==> config.mk <==
export PLATFORM = sky130hd
export DESIGN_NAME = edge_detect_regs
export DESIGN_NICKNAME = d
export VERILOG_FILES = /design/src/rtl/edge_detect_pkg.sv /design/src/rtl/sat_scale.sv /design/src/rtl/edge_detect_regs.sv
export SDC_FILE = /design/constraint.sdc
export NUM_CORES = 2
export LEC_CHECK = 0
export BUFFER_PORTS_ARGS = -buffer_cell sky130_fd_sc_hd__buf_2
export CAP_MARGIN = 25
export CELL_PAD_IN_SITES_DETAIL_PLACEMENT = 1
export CELL_PAD_IN_SITES_GLOBAL_PLACEMENT = 1
export CORE_ASPECT_RATIO = 1.1
export CORE_MARGIN = 2
export CORE_UTILIZATION = 25
export CTS_CLUSTER_DIAMETER = 40
export DETAILED_ROUTE_END_ITERATION = 7
export PLACE_DENSITY_LB_ADDON = 0.1
export SYNTH_ARGS = -nofsm -noshare
export SYNTH_HDL_FRONTEND = slang
export SYNTH_SLANG_ARGS = --single-unit
==> constraint.sdc <==
create_clock -name aclk -period 17.4 [get_ports aclk]
set_clock_uncertainty 0.15 [all_clocks]
set_input_delay 0.87 -clock aclk [delete_from_list [all_inputs] [get_ports aclk]]
set_output_delay 0.87 -clock aclk [all_outputs]
set_load 0.05 [all_outputs]
==> src/rtl/edge_detect_pkg.sv <==
// package: offsets, fields, reset values and carriers of the edge detector
package edge_detect_pkg;

  // --------------------------------------------------------------
  // register indices (byte address is four times the index)
  // --------------------------------------------------------------
  localparam int ADDR_W = 16;
  localparam logic [13:0] IDX_THRESH_REPORT = 14'h0000;
  localparam logic [13:0] IDX_SEARCH_MULT = 14'h0806;
  localparam logic [13:0] IDX_PEAK_POS = 14'h1000;
  localparam logic [13:0] IDX_PEAK_MAG = 14'h1002;
  localparam logic [13:0] IDX_RX_ANT_DELAY = 14'h1804;
  localparam logic [13:0] IDX_TUNING_WORD = 14'h1806;
  localparam logic [13:0] IDX_REPLICA_COEF = 14'h2804;

  // --------------------------------------------------------------
  // fields and reset values
  // --------------------------------------------------------------
  localparam int NOISE_FACTOR_LSB = 0;
  localparam int NOISE_FACTOR_W = 5;
  localparam int PEAK_FACTOR_LSB = 5;
  localparam int PEAK_FACTOR_W = 3;
  localparam int PEAK_FACTOR_FRAC = 1;
  localparam int REPLICA_FRAC = 16;
  localparam logic [7:0] SEARCH_MULT_RESET = 8'h6C;
  localparam logic [15:0] RX_ANT_DELAY_RESET = 16'h0000;
  localparam logic [15:0] TUNING_WORD_RESET = 16'h0000;
  localparam logic [15:0] REPLICA_COEF_RESET = 16'h0000;
  localparam logic [1:0] RESP_OKAY = 2'h0;
  localparam logic [1:0] RESP_SLVERR = 2'h2;

  // --------------------------------------------------------------
  // carriers
  // --------------------------------------------------------------
  typedef struct packed {
    logic valid;
    logic [15:0] noise_level;
    logic [15:0] noise_peak;
    logic [15:0] clock_offset;
    logic [15:0] peak_index;
    logic [15:0] peak_magnitude;
    logic [39:0] raw_rx_timestamp;
    logic [15:0] first_path_adjust;
  } analysis_t;

  typedef struct packed {
    logic [NOISE_FACTOR_W-1:0] noise_threshold_factor;
    logic [PEAK_FACTOR_W-1:0] peak_noise_factor;
    logic [15:0] rx_antenna_delay;
    logic [15:0] pulse_rate_tuning_word;
    logic [15:0] replica_avoid_coefficient;
  } config_t;

  typedef struct packed {
    logic aw_full;
    logic [ADDR_W-1:0] aw_addr;
    logic w_full;
    logic [31:0] w_data;
    logic [3:0] w_strb;
    logic bvalid;
    logic [1:0] bresp;
    logic rvalid;
    logic [31:0] rdata;
    logic [1:0] rresp;
    logic [7:0] search_mult;
    logic [15:0] rx_ant_delay;
    logic [15:0] tuning_word;
    logic [15:0] replica_coef;
    logic [15:0] thresh_report;
    logic [15:0] peak_pos;
    logic [15:0] peak_mag;
    logic [39:0] adjusted_ts;
    logic done;
  } state_t;

  localparam state_t STATE_RESET = '{
    search_mult: SEARCH_MULT_RESET,
    rx_ant_delay: RX_ANT_DELAY_RESET,
    tuning_word: TUNING_WORD_RESET,
    replica_coef: REPLICA_COEF_RESET,
    default: '0
  };

endpackage

==> src/rtl/sat_scale.sv <==
// unsigned multiply, right shift and saturate to the output width
`timescale 1ns/10ps
module sat_scale
#(
  parameter int AW = 16,
  parameter int BW = 16,
  parameter int SHIFT = 0,
  parameter int OW = 16
)
(
  // operands
  input wire logic [AW-1:0] a,
  input wire logic [BW-1:0] b,
  // result
  output logic [OW-1:0] y
);

  logic [AW+BW-1:0] prod;
  logic [AW+BW-1:0] shifted;

  always_comb
  begin
    prod = a * b;
    shifted = prod >> SHIFT;
    if (|shifted[AW+BW-1:OW])
      y = '1;
    else
      y = shifted[OW-1:0];
  end

endmodule

==> src/rtl/edge_detect_regs.sv <==
// register bank and threshold/timestamp logic of the edge detector
//
// Functional notes
// - a read-only 16-bit report holds the noise-derived path threshold.
// - bits 4-0 of the multiplier byte scale the noise level; reset 12.
// - bits 7-5 scale the noise peak in halves; reset 3 (x1.5).
// - a read-only 16-bit report holds the strongest path index per pass.
// - a read-only 16-bit report holds the magnitude at that index.
// - the 16-bit antenna delay counts 15.65 ps units (499.2 MHz x 128).
// - the stamp is raw minus antenna delay plus first path adjust.
// - the threshold is raised by itself scaled by clock offset times the coefficient.
`timescale 1ns/10ps
module edge_detect_regs
  import edge_detect_pkg::*;
(
  // clock, reset, enable
  input wire logic aclk,
  input wire logic aresetn,
  input wire logic ce,
  // axi4-lite write address
  input wire logic awvalid,
  output logic awready,
  input wire logic [ADDR_W-1:0] awaddr,
  input wire logic [2:0] awprot,
  // axi4-lite write data
  input wire logic wvalid,
  output logic wready,
  input wire logic [31:0] wdata,
  input wire logic [3:0] wstrb,
  // axi4-lite write response
  output logic bvalid,
  input wire logic bready,
  output logic [1:0] bresp,
  // axi4-lite read address
  input wire logic arvalid,
  output logic arready,
  input wire logic [ADDR_W-1:0] araddr,
  input wire logic [2:0] arprot,
  // axi4-lite read data
  output logic rvalid,
  input wire logic rready,
  output logic [31:0] rdata,
  output logic [1:0] rresp,
  // analysis results from the detection engine
  input wire analysis_t analysis,
  // configuration towards the engine
  output config_t cfg,
  // adjusted receive timestamp
  output logic [39:0] adjusted_rx_timestamp,
  output logic result_done
);

  state_t q;
  state_t d;

  logic [15:0] noise_thr;
  logic [15:0] peak_thr;
  logic [15:0] base_thr;
  logic [15:0] replica_frac;
  logic [15:0] replica_boost;
  logic [16:0] raised_sum;
  logic [15:0] final_thr;
  logic [39:0] ts_calc;
  logic [13:0] w_idx;
  logic [13:0] r_idx;
  logic w_hit;
  logic r_hit;
  logic do_write;

  // --------------------------------------------------------------
  // threshold arithmetic
  // --------------------------------------------------------------
  sat_scale
  #(
    .AW(16),
    .BW(NOISE_FACTOR_W),
    .SHIFT(0),
    .OW(16)
  )
  u_noise_scale
  (
    .a(analysis.noise_level),
    .b(cfg.noise_threshold_factor),
    .y(noise_thr)
  );

  sat_scale
  #(
    .AW(16),
    .BW(PEAK_FACTOR_W),
    .SHIFT(PEAK_FACTOR_FRAC),
    .OW(16)
  )
  u_peak_scale
  (
    .a(analysis.noise_peak),
    .b(cfg.peak_noise_factor),
    .y(peak_thr)
  );

  sat_scale
  #(
    .AW(16),
    .BW(16),
    .SHIFT(REPLICA_FRAC),
    .OW(16)
  )
  u_replica_frac
  (
    .a(analysis.clock_offset),
    .b(cfg.replica_avoid_coefficient),
    .y(replica_frac)
  );

  sat_scale
  #(
    .AW(16),
    .BW(16),
    .SHIFT(REPLICA_FRAC),
    .OW(16)
  )
  u_replica_boost
  (
    .a(base_thr),
    .b(replica_frac),
    .y(replica_boost)
  );

  always_comb
  begin
    // larger of the noise-level and noise-peak thresholds
    if (noise_thr > peak_thr)
      base_thr = noise_thr;
    else
      base_thr = peak_thr;
    raised_sum = {1'b0, base_thr} + {1'b0, replica_boost};
    if (raised_sum[16])
      final_thr = 16'hFFFF;
    else
      final_thr = raised_sum[15:0];
    ts_calc = analysis.raw_rx_timestamp
      - {24'h000000, q.rx_ant_delay}
      + {{24{analysis.first_path_adjust[15]}},
         analysis.first_path_adjust};
  end

  // --------------------------------------------------------------
  // address decode
  // --------------------------------------------------------------
  assign w_idx = q.aw_addr[15:2];
  assign r_idx = araddr[15:2];

  always_comb
  begin
    case (w_idx)
      IDX_THRESH_REPORT,
      IDX_SEARCH_MULT,
      IDX_PEAK_POS,
      IDX_PEAK_MAG,
      IDX_RX_ANT_DELAY,
      IDX_TUNING_WORD,
      IDX_REPLICA_COEF: w_hit = 1'b1;
      default: w_hit = 1'b0;
    endcase
    case (r_idx)
      IDX_THRESH_REPORT,
      IDX_SEARCH_MULT,
      IDX_PEAK_POS,
      IDX_PEAK_MAG,
      IDX_RX_ANT_DELAY,
      IDX_TUNING_WORD,
      IDX_REPLICA_COEF: r_hit = 1'b1;
      default: r_hit = 1'b0;
    endcase
  end

  // --------------------------------------------------------------
  // next state
  // --------------------------------------------------------------
  assign do_write = q.aw_full && q.w_full && !q.bvalid;

  always_comb
  begin
    d = q;
    d.done = 1'b0;

    // write channels captured in either order
    if (awvalid && !q.aw_full)
    begin
      d.aw_full = 1'b1;
      d.aw_addr = awaddr;
    end
    if (wvalid && !q.w_full)
    begin
      d.w_full = 1'b1;
      d.w_data = wdata;
      d.w_strb = wstrb;
    end
    if (q.bvalid && bready)
      d.bvalid = 1'b0;

    if (do_write)
    begin
      d.aw_full = 1'b0;
      d.w_full = 1'b0;
      d.bvalid = 1'b1;
      d.bresp = w_hit ? RESP_OKAY : RESP_SLVERR;
      case (w_idx)
        IDX_SEARCH_MULT:
        begin
          if (q.w_strb[0])
            d.search_mult = q.w_data[7:0];
        end
        IDX_RX_ANT_DELAY:
        begin
          if (q.w_strb[0])
            d.rx_ant_delay[7:0] = q.w_data[7:0];
          if (q.w_strb[1])
            d.rx_ant_delay[15:8] = q.w_data[15:8];
        end
        IDX_TUNING_WORD:
        begin
          if (q.w_strb[0])
            d.tuning_word[7:0] = q.w_data[7:0];
          if (q.w_strb[1])
            d.tuning_word[15:8] = q.w_data[15:8];
        end
        IDX_REPLICA_COEF:
        begin
          if (q.w_strb[0])
            d.replica_coef[7:0] = q.w_data[7:0];
          if (q.w_strb[1])
            d.replica_coef[15:8] = q.w_data[15:8];
        end
        // read-only reports ignore writes
        default: d.bresp = d.bresp;
      endcase
    end

    // read: one cycle from address to data
    if (q.rvalid && rready)
      d.rvalid = 1'b0;
    if (arvalid && !q.rvalid)
    begin
      d.rvalid = 1'b1;
      d.rresp = r_hit ? RESP_OKAY : RESP_SLVERR;
      case (r_idx)
        IDX_THRESH_REPORT: d.rdata = {16'h0000, q.thresh_report};
        IDX_SEARCH_MULT: d.rdata = {24'h000000, q.search_mult};
        IDX_PEAK_POS: d.rdata = {16'h0000, q.peak_pos};
        IDX_PEAK_MAG: d.rdata = {16'h0000, q.peak_mag};
        IDX_RX_ANT_DELAY: d.rdata = {16'h0000, q.rx_ant_delay};
        IDX_TUNING_WORD: d.rdata = {16'h0000, q.tuning_word};
        IDX_REPLICA_COEF: d.rdata = {16'h0000, q.replica_coef};
        default: d.rdata = 32'h00000000;
      endcase
    end

    // capture of one analysis pass
    if (analysis.valid)
    begin
      d.thresh_report = final_thr;
      d.peak_pos = analysis.peak_index;
      d.peak_mag = analysis.peak_magnitude;
      d.adjusted_ts = ts_calc;
      d.done = 1'b1;
    end
  end

  // --------------------------------------------------------------
  // state register
  // --------------------------------------------------------------
  always_ff @(posedge aclk)
  begin
    if (!aresetn)
      q <= STATE_RESET;
    else if (ce)
      q <= d;
  end

  // --------------------------------------------------------------
  // outputs
  // --------------------------------------------------------------
  // no address or write-data handshake while frozen, or the item would be lost
  assign awready = ce && !q.aw_full;
  assign wready = ce && !q.w_full;
  assign bvalid = q.bvalid;
  assign bresp = q.bresp;
  assign arready = ce && !q.rvalid;
  assign rvalid = q.rvalid;
  assign rdata = q.rdata;
  assign rresp = q.rresp;

  assign cfg.noise_threshold_factor =
    q.search_mult[NOISE_FACTOR_LSB +: NOISE_FACTOR_W];
  assign cfg.peak_noise_factor =
    q.search_mult[PEAK_FACTOR_LSB +: PEAK_FACTOR_W];
  assign cfg.rx_antenna_delay = q.rx_ant_delay;
  assign cfg.pulse_rate_tuning_word = q.tuning_word;
  assign cfg.replica_avoid_coefficient = q.replica_coef;
  assign adjusted_rx_timestamp = q.adjusted_ts;
  assign result_done = q.done;

endmodule

==> results.toml <==
[power_and_ir_drop]
clkPwrFrac = 0.247
ir_drop_mv = 0.0661
p_leak_nw = 18.6
seq_power_share = 0.299
p_switching_w = 0.000736
p_int_w = 0.000905
p_sw_frac = 0.448
power.density_nw_per_um2 = 44.9
comb_power_share = 0.454

[placed_design]
dp.final_hpwl_um = 98500
dp_slack_ns = 1.09
port_buffers = 310
place_inst = 5895
gp_congestion = 0.804

[drt]
ant_nets = 0
vias_per_cell = 4.52
met3_length_um = 2750
post_drt_wl_per_cell_um = 20.0
wirelength_um = 118000
dr_total_vias = 26800
drtIter0Drc = 1153
wl_met1_um = 54900
dr_wl_met2_um = 58500
top_layer = "met4"
drc = 0
drt_pre_antenna_iters = 7

[logic_synthesis]
yosys_warnings = 0
synth_area_um2 = 32900
ys_seq_area_frac = 0.121
synth-seq-cells = 199
synth-main-ff-cell = "dfxtp_1"
async_flop_share = 0
postSynthCellCount = 4002
synth_edf_count = 0
ys_types = 90
avgSynthCellArea_um2 = 8.22

[worst_setup_path]
crit_type = "flip-flop to flip-flop"
cp_max_fo = 22
cp-start-kind = "flip-flop"
cp_slowest_stage_delay_ns = 0.83
critPathMostFrequentCell = "fa_1"
worstSetupEndpointType = "flip-flop"
r2r-start = "cfg[53]"
crit_start = "cfg[53]"
cpMaxStageDelayCell = "o31ai_4"
cp.required_ns = 17.61
crit_arrival_ns = 16.26

[cts]
cts_sinks = 199
cts_hold_buf = 0
clk_latency_ns = 0.46
cts-root-buf = "clkbuf_16"
numCtsBuffers = 17
cts_tree = "yes"
cts_max_level = 4
cts_buffer_depth = 2
cts_resized = 0
clk_pin_slew_ns = 0.08
post_cts_buffers = 0

[floorplanning]
num_io_pins = 357
rows = 139
die_h_um = 385
start_util = 0.252
dieArea_um2 = 135000
core_area_um2 = 131000
fp.dieW_um = 350

[timing]
drv_slew = 0
relSlewSlack = 0.308
period_needed_ns = 16.05
hold_viol_final = 0
setup_ws_ns = 1.35
max_freq_mhz = 62.3
final.setup.tns_ns = 0
tightest_slew_ns = 1.03
fin_crit_sh = 0.923
rsz0062_at_grt = "no"
finalSetupViolations = 0

[final_layout]
final_nets = 5175
fill_cells = 15700
instances_no_fill = 5933
area_delta_synth_final_pct = 11.0
drive_above_1_share = 0.115

[run_status]
status = "finished, final reports clean"

[grt]
overflow = 0
grt_max_degree = 82
grt_first_pass_wirelength_um = 180000
grt_pass1_vias = 28700
antenna_found_initial = 10
track_usage = 0.177

[min_path]
hold_class = "flip-flop to flip-flop"
hold_start = "q[183]"

[job]
maxCapViolations = 0
[cell type report]
cell class | instances | area [um2] | share of cell area
clock buffer | 18 | 429 | 0.0118
clock inverter | 14 | 141 | 0.00387
timing repair buffer | 389 | 2200 | 0.0602
antenna | 6 | 15.0 | 0.000411
sequential | 199 | 3990 | 0.109
inverter | 714 | 2680 | 0.0735
multi-input combinational | 2831 | 24900 | 0.681
tap | 1762 | 2200 | 0.0604
[power groups by stage]
stage	clock (W)	sequential (W)	combinational, W
finish	0.000406	0.000491	0.000744
global route	0.000438	0.000494	0.000828
CTS	0.000419	0.000491	0.000761
detailed placement	0	0.000502	0.000756
global placement	0	0.000502	0.000757
floorplan	0	0.000496	0.000480
[state kept, by name, indices dropped and copies added, names as in the netlist]
name	cells
q	82
result_done	1
rvalid	1
cfg	56
rdata	16
rresp	1
adjusted_rx_timestamp	40
bvalid	1
bresp	1
[cells in the final DEF (no fill, tap or decap), types with 7 or more instances in the layout]
cell | netlist | layout
a21boi_0 | 23 | 23
a31oi_1 | 35 | 35
clkbuf_16 | 0 | 17
fa_1 | 460 | 460
nor3_1 | 21 | 18
a222oi_1 | 8 | 8
and3_1 | 16 | 16
nand2b_1 | 18 | 18
a22oi_1 | 41 | 41
inv_1 | 708 | 707
a21o_1 | 67 | 67
mux2i_1 | 62 | 62
ha_1 | 344 | 344
o31ai_1 | 8 | 7
xor2_1 | 49 | 49
nor2_1 | 260 | 260
a21oi_1 | 172 | 171
nand2_1 | 613 | 612
nand3_1 | 26 | 26
o211ai_1 | 13 | 13
and2_1 | 211 | 210
nor2b_1 | 22 | 22
dfxtp_1 | 199 | 198
o21ai_0 | 84 | 84
nand4_1 | 16 | 16
conb_1 | 1 | 18
o21a_1 | 24 | 24
o21bai_1 | 10 | 10
xnor2_1 | 63 | 61
buf_2 | 9 | 310
buf_4 | 133 | 76
a211oi_1 | 15 | 15
or2_2 | 8 | 8
[synthesized netlist by cell type (9+ instances only)]
cell / instances / area [um2]
clkbuf_1: 131 / 492
buf_2: 9 / 45.0
nand3_1: 26 / 130
inv_1: 708 / 2660
buf_4: 133 / 998
and2_1: 211 / 1320
o211ai_1: 13 / 97.6
fa_1: 460 / 9210
dfxtp_1: 199 / 3980
a211oi_1: 15 / 113
a21o_1: 67 / 503
nor3_1: 21 / 105
a22oi_1: 41 / 308
o21ai_0: 84 / 420
mux2i_1: 62 / 621
nor2_1: 260 / 976
nand4_1: 16 / 100
nand2b_1: 18 / 113
and3_1: 16 / 100
a21oi_1: 172 / 861
nor2b_1: 22 / 138
ha_1: 344 / 4300
o21a_1: 24 / 180
xnor2_1: 63 / 552
a31oi_1: 35 / 219
a21boi_0: 23 / 173
o21bai_1: 10 / 75.1
nand2_1: 613 / 2300
xor2_1: 49 / 429
[per-stage QoR]
stage | instance area (um2) | utilization | power, W | hold WS [ns]
after detailed placement | 35900 | 0.275 | 0.00126 | 0.292
after floorplan | 33000 | - | 0.000976 | 0.281
final | 36500 | 0.280 | 0.00164 | 0.305
after CTS | 36500 | 0.280 | 0.00167 | 0.304
after global placement | 35900 | 0.275 | 0.00126 | 0.293
after global routing | 36500 | 0.280 | 0.00176 | 0.321
[per-layer routing]
| layer | vias up | global-route usage |
|---|---|---|
| met3 | 55 | 0.0130 |
| met1 | 13700 | 0.237 |
| met4 | 0 | 0.0374 |
| met2 | 304 | 0.311 |
| li1 | 12800 | - |
| met5 | - | 0 |
[worst max-delay path: cells and delay by family (launching register included)]
family	cells	cell delay, ns
AOI/OAI and AO/OA	21	5.90
adders and majority gates	13	5.88
and+or+nand+nor	10	2.00
buffers and inverters	10	0.99
DFF	1	0.76
muxes	1	0.24
[cell families after synthesis]
family / share of synthesized area
xor+xnor: 0.0298
simple gates: 0.170
other cells: 0.000114
mux: 0.0199
compound gates: 0.120
flops: 0.121
fa+ha+maj: 0.411
buf+inv: 0.128
[final timing paths]
path / end / slack, ns / cells past startpoint
max: q[74] / 1.35 / 55
min: q[183] / 0.30 / 2
max reg2reg: q[74] / 1.35 / 55
min reg2reg: q[183] / 0.30 / 2
No activity file was read; power rests on OpenSTA's default activity.
